`src/hw/vesm_pkg.sv`:
```
package vesm_pkg;
   // ------------------------------------------------------------
   // clock and timing
   // ------------------------------------------------------------
   localparam int CLK_HZ        = 10_000_000;
   localparam int DEBOUNCE_MS   = 10;
   localparam int DEBOUNCE_CYC  = CLK_HZ / 1000 * DEBOUNCE_MS;
   localparam int H_MIN_NS      = -7000;
   localparam int H_MAX_NS      = 12000;
   localparam int H_STEP_NS     = 2;
   localparam int H_MIN_STEPS   = H_MIN_NS / H_STEP_NS;
   localparam int H_MAX_STEPS   = H_MAX_NS / H_STEP_NS;
   localparam int SC_HALF_DDEG  = 1800;     // 180 degrees, in tenths
   localparam int SC_STEP_DDEG  = 3;        // 0.3 degree, in tenths
   localparam int SC_MAX_STEPS  = SC_HALF_DDEG / SC_STEP_DDEG;
   localparam int FREE_DELAY_NS = 7000;     // encoder delay, free-run
   localparam int DAC_RATE_HZ   = 27_000_000;
   localparam int VID_W         = 10;
   localparam int JBUF_DEPTH    = 16;

   // ------------------------------------------------------------
   // menu entries, display characters, ranges, defaults
   // ------------------------------------------------------------
   localparam int NENT = 12;
   localparam logic [3:0] ENT_SC = 4'h0, ENT_HP = 4'h1, ENT_CFG = 4'h8;
   localparam logic [3:0] ENT_GEN = 4'h9, ENT_LINE = 4'hA, ENT_PROG = 4'hB;
   localparam logic [3:0] ENT_LAST = 4'hB;
   localparam logic [NENT-1:0][7:0] ENT_CHAR = {8'h50, 8'h4C, 8'h47,
      8'h43, 8'h54, 8'h48, 8'h45, 8'h55, 8'h55, 8'h59, 8'h48, 8'h53};
   localparam logic [NENT-1:0][3:0] ENT_MAX = {4'h0, 4'h6, 4'h1, 4'h2,
      4'h2, 4'h9, 4'hF, 4'hF, 4'hF, 4'hF, 4'hF, 4'hF};
   localparam logic [NENT-1:0][3:0] ENT_MIN = {4'h0, 4'h4, 4'h0, 4'h0,
      4'h0, 4'h0, 4'h0, 4'h0, 4'h0, 4'h0, 4'h0, 4'h0};
   localparam logic [NENT-1:0][3:0] ENT_DEF = {4'h0, 4'h6, 4'h1, 4'h0,
      4'h0, 4'h0, 4'h0, 4'h8, 4'h8, 4'h8, 4'h8, 4'h8};
   localparam logic [3:0] LINE_PAL = 4'h6, LINE_NTSC = 4'h5;
   localparam logic [3:0] CFG_ENC = 4'h0, CFG_RAMP = 4'h1, CFG_BARS = 4'h2;
   localparam logic [7:0] CH_E = 8'h45, CH_L = 8'h4C, CH_B = 8'h62;
   localparam logic [7:0] CH_S = 8'h53, CH_0 = 8'h30, CH_A = 8'h37;
   localparam logic [1:0] STORE_LAST = 2'h3;

   // ------------------------------------------------------------
   // register map (byte addresses)
   // ------------------------------------------------------------
   localparam logic [7:0] REG_STATUS = 8'h00;
   localparam logic [7:0] REG_HPHASE = 8'h04;
   localparam logic [7:0] REG_SCPHASE = 8'h08;
   localparam logic [7:0] REG_LIVE   = 8'h0C;
   localparam logic [7:0] REG_SAVED  = 8'h10;
   localparam logic [1:0] RESP_OK = 2'h0, RESP_SLVERR = 2'h2;

   typedef enum logic [1:0] {
      VESM_BROWSE = 2'b00,
      VESM_EDIT   = 2'b01,
      VESM_STORE  = 2'b11
   } vesm_state_t;

   typedef struct packed {
      logic plus;
      logic minus;
      logic sel;
   } vesm_btn_t;

   typedef struct packed {
      logic               genlock;      // 1: reference, 0: input data
      logic [3:0]         line_mode;
      logic [1:0]         vbi_mode;
      logic signed [13:0] h_steps;      // 2 ns units
      logic signed [10:0] sc_steps;     // 0.3 degree units
   } vesm_sync_t;
endpackage

```
`src/hw/vesm_top.sv`:
```
// Decided for this implementation: register access over AXI4-Lite and the register offsets.
`timescale 1ns/1ps
`default_nettype none

// ------------------------------------------------------------
// line jitter buffer fifo
// ------------------------------------------------------------
module vesm_fifo #(
   parameter int WIDTH = 10,
   parameter int DEPTH = 16
) (
   // clock and reset
   input  wire logic             sys_clk,
   input  wire logic             rst,
   // fill side
   input  wire logic [WIDTH-1:0] in_data,
   input  wire logic             in_valid,
   output logic                  in_ready,
   // drain side
   output logic [WIDTH-1:0]      out_data,
   output logic                  out_valid,
   input  wire logic             out_ready
);
   localparam int AW = $clog2(DEPTH);
   logic [WIDTH-1:0] mem [DEPTH];
   logic [AW-1:0]    wr_q, rd_q;
   logic [AW:0]      cnt_q;
   logic             push, pop;

   assign push      = in_valid && in_ready;
   assign pop       = out_valid && out_ready;
   assign out_data  = mem[rd_q];
   assign out_valid = (cnt_q != '0);
   assign in_ready  = (cnt_q != (AW+1)'(DEPTH));

   // storage has no reset, pointers do
   always_ff @(posedge sys_clk) begin
      if (push) begin
         mem[wr_q] <= in_data;
      end
   end

   always_ff @(posedge sys_clk or posedge rst) begin
      if (rst) begin
         wr_q  <= '0;
         rd_q  <= '0;
         cnt_q <= '0;
      end else begin
         if (push) begin
            wr_q <= (wr_q == AW'(DEPTH-1)) ? '0 : wr_q + AW'(1);
         end
         if (pop) begin
            rd_q <= (rd_q == AW'(DEPTH-1)) ? '0 : rd_q + AW'(1);
         end
         cnt_q <= cnt_q + (AW+1)'(push) - (AW+1)'(pop);
      end
   end
endmodule

// Summary of operation
// - green: plus/minus step menu entry
// - red: plus/minus change selected value
// - select toggles browse/edit, LED follows
// - five defaults follow line standard, 0-F
// - genlock default 1, 0 follows input
// - teletext default 0; 1,2 pass VBI
// - config default E; L ramp, b bars
// - P, select, three plus: 1,2,3,S stores
// - H phase -7..+12 us, 2 ns steps
// - SC phase +/-180 deg, 0.3 deg steps
// - free-run timing follows input data
// - one-line buffer absorbs input jitter
// - ten input bits all significant
// - 10-bit samples to the converters
module vesm_top #(
   parameter int          DEBOUNCE_CYC = vesm_pkg::DEBOUNCE_CYC,
   parameter int          VID_W        = vesm_pkg::VID_W,
   parameter int          JBUF_DEPTH   = vesm_pkg::JBUF_DEPTH,
   parameter logic [19:0] DEF_PAL      = 20'h88888,
   parameter logic [19:0] DEF_NTSC     = 20'h88888,
   parameter logic [19:0] DEF_JAPAN    = 20'h88888
) (
   // clock and reset
   input  wire logic                 sys_clk,
   input  wire logic                 rst,
   // front panel
   input  wire vesm_pkg::vesm_btn_t  btn,
   output logic                      led_red,
   output logic                      led_green,
   output logic [7:0]                disp_char,
   // sync settings and store event
   output vesm_pkg::vesm_sync_t      sync_cfg,
   output logic                      store_pulse,
   // input video
   input  wire logic [VID_W-1:0]     vin_data,
   input  wire logic                 vin_valid,
   output logic                      vin_ready,
   // converter samples
   output logic [VID_W-1:0]          dac_data,
   output logic                      dac_valid,
   input  wire logic                 dac_ready,
   // axi4-lite slave
   input  wire logic [7:0]           s_axi_awaddr,
   input  wire logic                 s_axi_awvalid,
   output logic                      s_axi_awready,
   input  wire logic [31:0]          s_axi_wdata,
   input  wire logic [3:0]           s_axi_wstrb,
   input  wire logic                 s_axi_wvalid,
   output logic                      s_axi_wready,
   output logic [1:0]                s_axi_bresp,
   output logic                      s_axi_bvalid,
   input  wire logic                 s_axi_bready,
   input  wire logic [7:0]           s_axi_araddr,
   input  wire logic                 s_axi_arvalid,
   output logic                      s_axi_arready,
   output logic [31:0]               s_axi_rdata,
   output logic [1:0]                s_axi_rresp,
   output logic                      s_axi_rvalid,
   input  wire logic                 s_axi_rready
);
   localparam int DBW = $clog2(DEBOUNCE_CYC + 1);

   // ------------------------------------------------------------
   // button debounce
   // ------------------------------------------------------------
   logic [2:0] raw, stable_q, press_q;
   assign raw = {btn.plus, btn.minus, btn.sel};

   // a level must hold for the full window before it is believed,
   // so contact bounce never yields a second press
   for (genvar i = 0; i < 3; i++) begin : g_deb
      logic [DBW-1:0] cnt_q;
      always_ff @(posedge sys_clk or posedge rst) begin
         if (rst) begin
            cnt_q       <= '0;
            stable_q[i] <= 1'b0;
            press_q[i]  <= 1'b0;
         end else begin
            press_q[i] <= 1'b0;
            if (raw[i] == stable_q[i]) begin
               cnt_q <= '0;
            end else if (cnt_q == DBW'(DEBOUNCE_CYC - 1)) begin
               cnt_q       <= '0;
               stable_q[i] <= raw[i];
               press_q[i]  <= raw[i];
            end else begin
               cnt_q <= cnt_q + DBW'(1);
            end
         end
      end
   end

   logic ev_plus, ev_minus, ev_sel;
   assign ev_plus  = press_q[2];
   assign ev_minus = press_q[1];
   assign ev_sel   = press_q[0];

   // ------------------------------------------------------------
   // menu state machine and parameter values
   // ------------------------------------------------------------
   vesm_pkg::vesm_state_t         state_q;
   logic [3:0]                    ent_q;
   logic [1:0]                    store_cnt_q;
   logic                          store_done_q;
   logic [vesm_pkg::NENT-1:0][3:0] val_q, saved_q;
   logic [3:0]                    cur, cur_max, cur_min;
   logic [19:0]                   std_def;

   assign cur     = val_q[ent_q];
   assign cur_max = vesm_pkg::ENT_MAX[ent_q];
   assign cur_min = vesm_pkg::ENT_MIN[ent_q];

   // standard-dependent defaults for the five picture parameters
   always_comb begin
      case (val_q[vesm_pkg::ENT_LINE])
         vesm_pkg::LINE_PAL:  std_def = DEF_PAL;
         vesm_pkg::LINE_NTSC: std_def = DEF_NTSC;
         default:             std_def = DEF_JAPAN;
      endcase
   end

   always_ff @(posedge sys_clk or posedge rst) begin
      if (rst) begin
         state_q      <= vesm_pkg::VESM_BROWSE;
         ent_q        <= '0;
         store_cnt_q  <= '0;
         store_done_q <= 1'b0;
      end else begin
         case (state_q)
            vesm_pkg::VESM_BROWSE: begin
               if (ev_sel) begin
                  state_q <= (ent_q == vesm_pkg::ENT_PROG) ?
                             vesm_pkg::VESM_STORE : vesm_pkg::VESM_EDIT;
                  store_cnt_q  <= 2'h1;
                  store_done_q <= 1'b0;
               end else if (ev_plus) begin
                  ent_q <= (ent_q == vesm_pkg::ENT_LAST) ?
                           '0 : ent_q + 4'h1;
               end else if (ev_minus) begin
                  ent_q <= (ent_q == '0) ?
                           vesm_pkg::ENT_LAST : ent_q - 4'h1;
               end
            end
            vesm_pkg::VESM_EDIT: begin
               if (ev_sel) begin
                  state_q <= vesm_pkg::VESM_BROWSE;
               end
            end
            vesm_pkg::VESM_STORE: begin
               if (ev_sel) begin
                  state_q <= vesm_pkg::VESM_BROWSE;
               end else if (ev_plus && !store_done_q) begin
                  if (store_cnt_q == vesm_pkg::STORE_LAST) begin
                     store_done_q <= 1'b1;
                  end else begin
                     store_cnt_q <= store_cnt_q + 2'h1;
                  end
               end
            end
            default: state_q <= vesm_pkg::VESM_BROWSE;
         endcase
      end
   end

   // value edits; limits hold rather than wrap around
   always_ff @(posedge sys_clk or posedge rst) begin
      if (rst) begin
         val_q <= vesm_pkg::ENT_DEF;
      end else if (state_q == vesm_pkg::VESM_EDIT && !ev_sel) begin
         if (ev_plus && cur < cur_max) begin
            val_q[ent_q] <= cur + 4'h1;
         end else if (ev_minus && cur > cur_min) begin
            val_q[ent_q] <= cur - 4'h1;
         end
      end else if (state_q == vesm_pkg::VESM_EDIT &&
                   ent_q == vesm_pkg::ENT_LINE) begin
         // leaving line mode reloads the standard's picture defaults
         for (int k = 0; k < 5; k++) begin
            val_q[k] <= std_def[4*k +: 4];
         end
      end
   end

   // saved image, written once per completed store sequence
   always_ff @(posedge sys_clk or posedge rst) begin
      if (rst) begin
         saved_q     <= vesm_pkg::ENT_DEF;
         store_pulse <= 1'b0;
      end else begin
         store_pulse <= 1'b0;
         if (state_q == vesm_pkg::VESM_STORE && ev_plus && !ev_sel &&
             !store_done_q && store_cnt_q == vesm_pkg::STORE_LAST) begin
            saved_q     <= val_q;
            store_pulse <= 1'b1;
         end
      end
   end

   // ------------------------------------------------------------
   // led and display
   // ------------------------------------------------------------
   logic [7:0] disp_d;
   always_comb begin
      disp_d = vesm_pkg::ENT_CHAR[ent_q];
      if (state_q == vesm_pkg::VESM_STORE) begin
         disp_d = store_done_q ? vesm_pkg::CH_S :
                  vesm_pkg::CH_0 + {6'h0, store_cnt_q};
      end else if (state_q == vesm_pkg::VESM_EDIT) begin
         if (ent_q == vesm_pkg::ENT_CFG) begin
            disp_d = (cur == vesm_pkg::CFG_RAMP) ? vesm_pkg::CH_L :
                     (cur == vesm_pkg::CFG_BARS) ? vesm_pkg::CH_B :
                     vesm_pkg::CH_E;
         end else begin
            disp_d = (cur > 4'h9) ? vesm_pkg::CH_A + {4'h0, cur} :
                     vesm_pkg::CH_0 + {4'h0, cur};
         end
      end
   end

   always_ff @(posedge sys_clk or posedge rst) begin
      if (rst) begin
         led_red   <= 1'b0;
         led_green <= 1'b1;
         disp_char <= vesm_pkg::ENT_CHAR[0];
      end else begin
         led_red   <= (state_q != vesm_pkg::VESM_BROWSE);
         led_green <= (state_q == vesm_pkg::VESM_BROWSE);
         disp_char <= disp_d;
      end
   end

   // ------------------------------------------------------------
   // axi4-lite slave
   // ------------------------------------------------------------
   logic               aw_q, w_q;
   logic [7:0]         awaddr_q;
   logic [31:0]        wdata_q;
   logic signed [13:0] h_reg_q;
   logic signed [10:0] sc_reg_q;
   logic signed [31:0] wd_s;
   assign wd_s = $signed(wdata_q);

   // address and data are latched independently, in either order
   always_ff @(posedge sys_clk or posedge rst) begin
      if (rst) begin
         aw_q          <= 1'b0;
         w_q           <= 1'b0;
         awaddr_q      <= '0;
         wdata_q       <= '0;
         s_axi_awready <= 1'b1;
         s_axi_wready  <= 1'b1;
         s_axi_bvalid  <= 1'b0;
         s_axi_bresp   <= vesm_pkg::RESP_OK;
      end else begin
         if (s_axi_awvalid && s_axi_awready) begin
            aw_q          <= 1'b1;
            awaddr_q      <= s_axi_awaddr;
            s_axi_awready <= 1'b0;
         end
         if (s_axi_wvalid && s_axi_wready) begin
            w_q          <= 1'b1;
            wdata_q      <= s_axi_wdata;
            s_axi_wready <= 1'b0;
         end
         if (aw_q && w_q && !s_axi_bvalid) begin
            s_axi_bvalid <= 1'b1;
            s_axi_bresp  <= (awaddr_q == vesm_pkg::REG_HPHASE ||
                             awaddr_q == vesm_pkg::REG_SCPHASE) ?
                            vesm_pkg::RESP_OK : vesm_pkg::RESP_SLVERR;
         end
         if (s_axi_bvalid && s_axi_bready) begin
            s_axi_bvalid  <= 1'b0;
            aw_q          <= 1'b0;
            w_q           <= 1'b0;
            s_axi_awready <= 1'b1;
            s_axi_wready  <= 1'b1;
         end
      end
   end

   // fine phase registers; writes outside the range are clamped
   always_ff @(posedge sys_clk or posedge rst) begin
      if (rst) begin
         h_reg_q  <= '0;
         sc_reg_q <= '0;
      end else if (aw_q && w_q && !s_axi_bvalid && s_axi_wstrb != 4'h0) begin
         if (awaddr_q == vesm_pkg::REG_HPHASE) begin
            h_reg_q <= (wd_s < vesm_pkg::H_MIN_STEPS) ?
                       14'(vesm_pkg::H_MIN_STEPS) :
                       (wd_s > vesm_pkg::H_MAX_STEPS) ?
                       14'(vesm_pkg::H_MAX_STEPS) : wd_s[13:0];
         end
         if (awaddr_q == vesm_pkg::REG_SCPHASE) begin
            sc_reg_q <= (wd_s < -vesm_pkg::SC_MAX_STEPS) ?
                        11'(-vesm_pkg::SC_MAX_STEPS) :
                        (wd_s > vesm_pkg::SC_MAX_STEPS) ?
                        11'(vesm_pkg::SC_MAX_STEPS) : wd_s[10:0];
         end
      end
   end

   // reads answer one cycle after the address is taken
   always_ff @(posedge sys_clk or posedge rst) begin
      if (rst) begin
         s_axi_arready <= 1'b1;
         s_axi_rvalid  <= 1'b0;
         s_axi_rdata   <= '0;
         s_axi_rresp   <= vesm_pkg::RESP_OK;
      end else if (s_axi_arvalid && s_axi_arready) begin
         s_axi_arready <= 1'b0;
         s_axi_rvalid  <= 1'b1;
         s_axi_rresp   <= vesm_pkg::RESP_OK;
         case (s_axi_araddr)
            vesm_pkg::REG_STATUS:  s_axi_rdata <= {21'h0, store_done_q,
               store_cnt_q, state_q, ent_q, led_red, led_green};
            vesm_pkg::REG_HPHASE:  s_axi_rdata <= 32'(h_reg_q);
            vesm_pkg::REG_SCPHASE: s_axi_rdata <= 32'(sc_reg_q);
            vesm_pkg::REG_LIVE:    s_axi_rdata <= val_q[7:0];
            vesm_pkg::REG_SAVED:   s_axi_rdata <= saved_q[7:0];
            default: begin
               s_axi_rdata <= '0;
               s_axi_rresp <= vesm_pkg::RESP_SLVERR;
            end
         endcase
      end else if (s_axi_rvalid && s_axi_rready) begin
         s_axi_rvalid  <= 1'b0;
         s_axi_arready <= 1'b1;
      end
   end

   // ------------------------------------------------------------
   // sync settings
   // ------------------------------------------------------------
   always_ff @(posedge sys_clk or posedge rst) begin
      if (rst) begin
         sync_cfg <= '{genlock: 1'b1, line_mode: vesm_pkg::LINE_PAL,
                       vbi_mode: 2'h0, h_steps: '0, sc_steps: '0};
      end else begin
         // free-run follows the input data, genlock the reference
         sync_cfg.genlock   <= val_q[vesm_pkg::ENT_GEN][0];
         sync_cfg.line_mode <= val_q[vesm_pkg::ENT_LINE];
         sync_cfg.vbi_mode  <= val_q[7][1:0];
         sync_cfg.h_steps   <= val_q[vesm_pkg::ENT_GEN][0] ? h_reg_q : '0;
         sync_cfg.sc_steps  <= val_q[vesm_pkg::ENT_GEN][0] ? sc_reg_q : '0;
      end
   end

   // ------------------------------------------------------------
   // video path: jitter buffer, source select, converter output
   // ------------------------------------------------------------
   logic [VID_W-1:0] jb_data, gen_q, src;
   logic             jb_valid, jb_ready, take;
   logic [3:0]       cfg;
   assign cfg = val_q[vesm_pkg::ENT_CFG];

   vesm_fifo #(.WIDTH(VID_W), .DEPTH(JBUF_DEPTH)) line_jitter_buffer (
      .sys_clk   (sys_clk),
      .rst       (rst),
      .in_data   (vin_data),
      .in_valid  (vin_valid),
      .in_ready  (vin_ready),
      .out_data  (jb_data),
      .out_valid (jb_valid),
      .out_ready (jb_ready)
   );

   // test patterns run freely; the buffer only drains in encoder mode
   assign take     = !dac_valid || dac_ready;
   assign jb_ready = take && cfg == vesm_pkg::CFG_ENC;
   assign src      = (cfg == vesm_pkg::CFG_ENC) ? jb_data : gen_q;

   always_ff @(posedge sys_clk or posedge rst) begin
      if (rst) begin
         gen_q <= '0;
      end else if (take && cfg != vesm_pkg::CFG_ENC) begin
         gen_q <= (cfg == vesm_pkg::CFG_BARS) ?
                  {gen_q[VID_W-1 -: 3] + 3'h1, {(VID_W-3){1'b0}}} :
                  gen_q + VID_W'(1);
      end
   end

   always_ff @(posedge sys_clk or posedge rst) begin
      if (rst) begin
         dac_valid <= 1'b0;
         dac_data  <= '0;
      end else if (take) begin
         dac_valid <= (cfg != vesm_pkg::CFG_ENC) || jb_valid;
         dac_data  <= src;
      end
   end
endmodule

`default_nettype wire

```
`config.mk`:
```
export PLATFORM = sky130hd
export DESIGN_NAME = vesm_top
export DESIGN_NICKNAME = d
export VERILOG_FILES = /design/src/hw/vesm_pkg.sv /design/src/hw/vesm_top.sv
export SDC_FILE = /design/constraint.sdc
export NUM_CORES = 1
export LEC_CHECK = 0
export BUFFER_PORTS_ARGS = -buffer_cell sky130_fd_sc_hd__buf_2
export CAP_MARGIN = 20
export CELL_PAD_IN_SITES_DETAIL_PLACEMENT = 1
export CELL_PAD_IN_SITES_GLOBAL_PLACEMENT = 1
export CORE_MARGIN = 2
export CORE_UTILIZATION = 40
export DETAILED_ROUTE_END_ITERATION = 8
export HOLD_SLACK_MARGIN = 0.02
export PLACE_DENSITY_LB_ADDON = 0.3
export SLEW_MARGIN = 25
export SYNTH_ARGS = -nofsm -noshare
export SYNTH_HDL_FRONTEND = slang
export SYNTH_HIERARCHICAL = 1
export SYNTH_SLANG_ARGS = --single-unit
export TNS_END_PERCENT = 100
```
`constraint.sdc`:
```
create_clock -name sys_clk -period 12.3 [get_ports sys_clk]
set_clock_uncertainty 0.2 [all_clocks]
set_input_delay 3.075 -clock sys_clk [delete_from_list [all_inputs] [get_ports sys_clk]]
set_output_delay 3.075 -clock sys_clk [all_outputs]
set_load 0.02 [all_outputs]
```
==> flow_summary_export.csv <==
group,metric,value,unit
cells_and_area,final_common_cell,"dfrtp_1",
power_and_ir_drop,p_leak,10.60,nW
timing,worst_slew_pin_slew,1.043,ns
power_and_ir_drop,power.density,186.2,mW/mm²
timing,finalHoldViolations,0,
routing,wl,56.47,mm
timing,slew_headroom,30.27,%
placement,gp_congestion,0.8529,
logic_synthesis,synth.avg_cell_area,12.67,µm²
cts,cts_setup_buffers,0,
setup_path,critPathKind,"input port to register",
cts,clkTransAtPathRegs,0.06,ns
cts,clkLatencyLatePin,0.63,ns
outcome,status,"finished, final reports clean",
floorplan,core,0.05276,mm²
cts,cts_buffers,54,
flow_run,maxCapViolCount,0,
routing,drc,0,
cells_and_area,drive_gt1_share,23.71,%
logic_synthesis,yosysWarningCount,6,
logic_synthesis,ys_seq_elements,488,
cts,cts.sinks,488,
logic_synthesis,synth_cells,1690,
cells_and_area,nets,1956,
logic_synthesis,async_flop_share,67.21,%
floorplan,start_util,40.58,%
setup_path,crit_fanout,19,
logic_synthesis,synth_flop_cell,"dfrtp_1",
cells_and_area,area.growth.synth_to_final,16.04,%
global_routing,overflow,0,
floorplan,die-height,235.4,µm
timing,fin_crit_sh,48.48,%
floorplan,die_area,0.05539,mm²
routing,wire_per_inst,21.85,µm
placement,hpwl,38.39,mm
power_and_ir_drop,irDropWorstVdd,0.1307,mV
cells_and_area,final_cell_mix,"dfrtp_1 (303), nand2_1 (224), buf_2 (166), edfxtp_1 (160), nor2_1 (112)",
cts,cts_buffer_depth,3,
setup_path,start_kind,"input port",
timing,rsz0062_at_grt,"no",
floorplan,num_io_pins,170,
power_and_ir_drop,total_power,4.625,mW
timing,max_freq,167.7,MHz
cts,clockRootBuffer,"clkbuf_16",
routing,drt_pre_antenna_iters,5,
setup_path,reg2reg_slack,7.37,ns
global_routing,grt_first_pass_wirelength,89.83,mm
routing,num_vias,14200,
global_routing,antenna_found_initial,5,
setup_path,arrival,6.28,ns
logic_synthesis,synth_area,0.02141,mm²
cells_and_area,design_area,0.02484,mm²
cts,postCtsHoldBufs,0,
placement,port_buffers,166,
global_routing,grt_max_degree,179,
routing,drtIter0Drc,971,
global_routing,grt_pass1_vias,15410,
cts,htreeDepth,2,
floorplan,rows,84,
setup_path,cp-end-kind,"register",
timing,setup_tns,0,ns
setup_path,critPathRequiredTime,12.62,ns
logic_synthesis,ys_seq_area_share,60.92,%
logic_synthesis,ys_types,81,
routing,via_per_inst,5.491,
logic_synthesis,synth_edf_count,160,
timing,setup_viol,0,
global_routing,grt_use_total,20.64,%
routing,ant_nets,0,
worst_hold_path,hp-class,"register to register",
cts,cts_tree,"built",
timing,min_period,5.964,ns
placement,placed_area,0.02288,mm²
cts,ctsResizeCount,0,
timing,slew_viol_final,0,
floorplan,die_w,235.4,µm
-- routing by layer --
| layer | share of wire (%) | up-vias | global-route usage [%] |
|---|---|---|---|
| li1 | - | 6431 | - |
| met1 | 43 | 7332 | 27.34 |
| met2 | 49 | 343 | 34.76 |
| met3 | 5.0 | 87 | 3.752 |
| met4 | 2.4 | 2 | 6.099 |
| met5 | 0.028 | - | 0 |
-- worst paths after layout --
path / cells past startpoint / to / startpoint
worst max-delay path: 8 / s_axi_rdata[30] / s_axi_araddr[0]
worst min-delay path: 0 / sync_cfg[28] / val_q[41]
worst max register to register: 13 / val_q[0] / ent_q[0]
worst min register to register: 0 / sync_cfg[28] / val_q[41]
max in group asynchronous: 4 / sync_cfg[30] / rst
min in group asynchronous: 2 / wd_s[15] / rst
-- cells by family (layout without fill, tap and decap cells) --
family | count (synthesis) | after routing | synth area share [%]
and+or+nand+nor | 546 | 546 | 11.96
DFF | 488 | 488 | 60.92
AOI/OAI and AO/OA | 266 | 266 | 8.451
muxes | 167 | 167 | 11.52
buffers and inverters | 128 | 330 | 2.618
xor gates and xnor gates | 60 | 60 | 2.490
adders and majority gates | 34 | 34 | 2.022
other | 1 | 6 | 0.01752
-- registers in the layout, summed over array words and instances (netlist names), 2 cells and up --
signal / flops
gen_q: 10
saved_q: 32
h_reg_q: 14
sc_reg_q: 11
line_jitter_buffer/cnt_q: 5
wd_s: 32
line_jitter_buffer/rd_q: 4
store_cnt_q: 2
stable_q: 3
state_q: 2
disp_char: 7
ent_q: 4
awaddr_q: 8
cfg: 4
line_jitter_buffer/mem: 160
line_jitter_buffer/wr_q: 4
g_deb.cnt_q: 51
val_q: 44
dac_data: 10
s_axi_rdata: 32
sync_cfg: 32
-- per-stage QoR --
step / util (%) / setup slack, ns / std cells / hold WS (ns)
CTS: 46.98 / 6.277 / 2580 / 0.1913
floorplan: - / 0.3502 / 1692 / 0.1568
finish: 47.09 / 6.337 / 2585 / 0.1860
global placement: 43.37 / 5.810 / 2478 / 0.1841
global route: 47.08 / 6.123 / 2584 / 0.1971
detailed placement: 43.37 / 5.612 / 2478 / 0.1836
-- worst max-delay path, stage by stage --
cell and delay [ns]:
buf_2 0.09, or4_1 0.51, nor2_1 0.40, nor4b_2 0.93, and2_1 0.32, a21o_1 0.59, a221oi_1 0.12, o21ai_0 0.25
-- cell usage after synthesis, types with 5 or more instances --
| library cell | instances | share of area [%] |
|---|---|---|
| and2_1 | 45 | 1.3 |
| nor3b_1 | 5 | 0.18 |
| edfxtp_1 | 160 | 22 |
| mux2_4 | 8 | 0.56 |
| a22o_1 | 17 | 0.70 |
| a2bb2oi_1 | 5 | 0.20 |
| buf_6 | 6 | 0.32 |
| a32o_1 | 10 | 0.47 |
| and3_1 | 23 | 0.67 |
| a221oi_1 | 19 | 0.78 |
| mux2i_1 | 39 | 1.8 |
| xor2_1 | 35 | 1.4 |
| or3_1 | 5 | 0.15 |
| buf_1 | 9 | 0.16 |
| nor4_1 | 13 | 0.38 |
| xnor2_1 | 24 | 0.98 |
| buf_2 | 7 | 0.16 |
| nand4_1 | 16 | 0.47 |
| ha_1 | 33 | 1.9 |
| nand2b_1 | 9 | 0.26 |
| a21o_1 | 5 | 0.18 |
| nor3_1 | 25 | 0.58 |
| nor2_1 | 112 | 2.0 |
| clkbuf_1 | 53 | 0.93 |
| o22a_1 | 6 | 0.25 |
| dfstp_2 | 24 | 2.9 |
| a21oi_1 | 30 | 0.70 |
| inv_1 | 45 | 0.79 |
| buf_4 | 7 | 0.25 |
| a22oi_1 | 21 | 0.74 |
| dfrtp_1 | 304 | 36 |
| nand3_1 | 34 | 0.79 |
| mux4_2 | 50 | 5.3 |
| o21ai_0 | 98 | 2.3 |
| mux2_2 | 65 | 3.4 |
| a31oi_1 | 9 | 0.26 |
| nor2b_1 | 9 | 0.26 |
| a211oi_1 | 12 | 0.42 |
| nand2_1 | 224 | 3.9 |
-- area by class of cell --
cell class                 instances  area [µm²]
antenna                            3       7.507
clock buffer                      71        1485
clock inverter                    31       420.4
fill                            5495       27920
inverter                          46       180.2
multi-input combinational       1076        7851
sequential                       488       13050
tap                              688       860.8
timing repair buffer             182       991.0
-- where the power goes --
group	total [mW]	internal, mW	switching [mW]
registers	2.10	1.88	0.219
clock network	1.71	1.03	0.687
logic	0.817	0.381	0.436
total	4.63	3.28	1.34
Note: power is estimated with default switching activity, not from simulation.
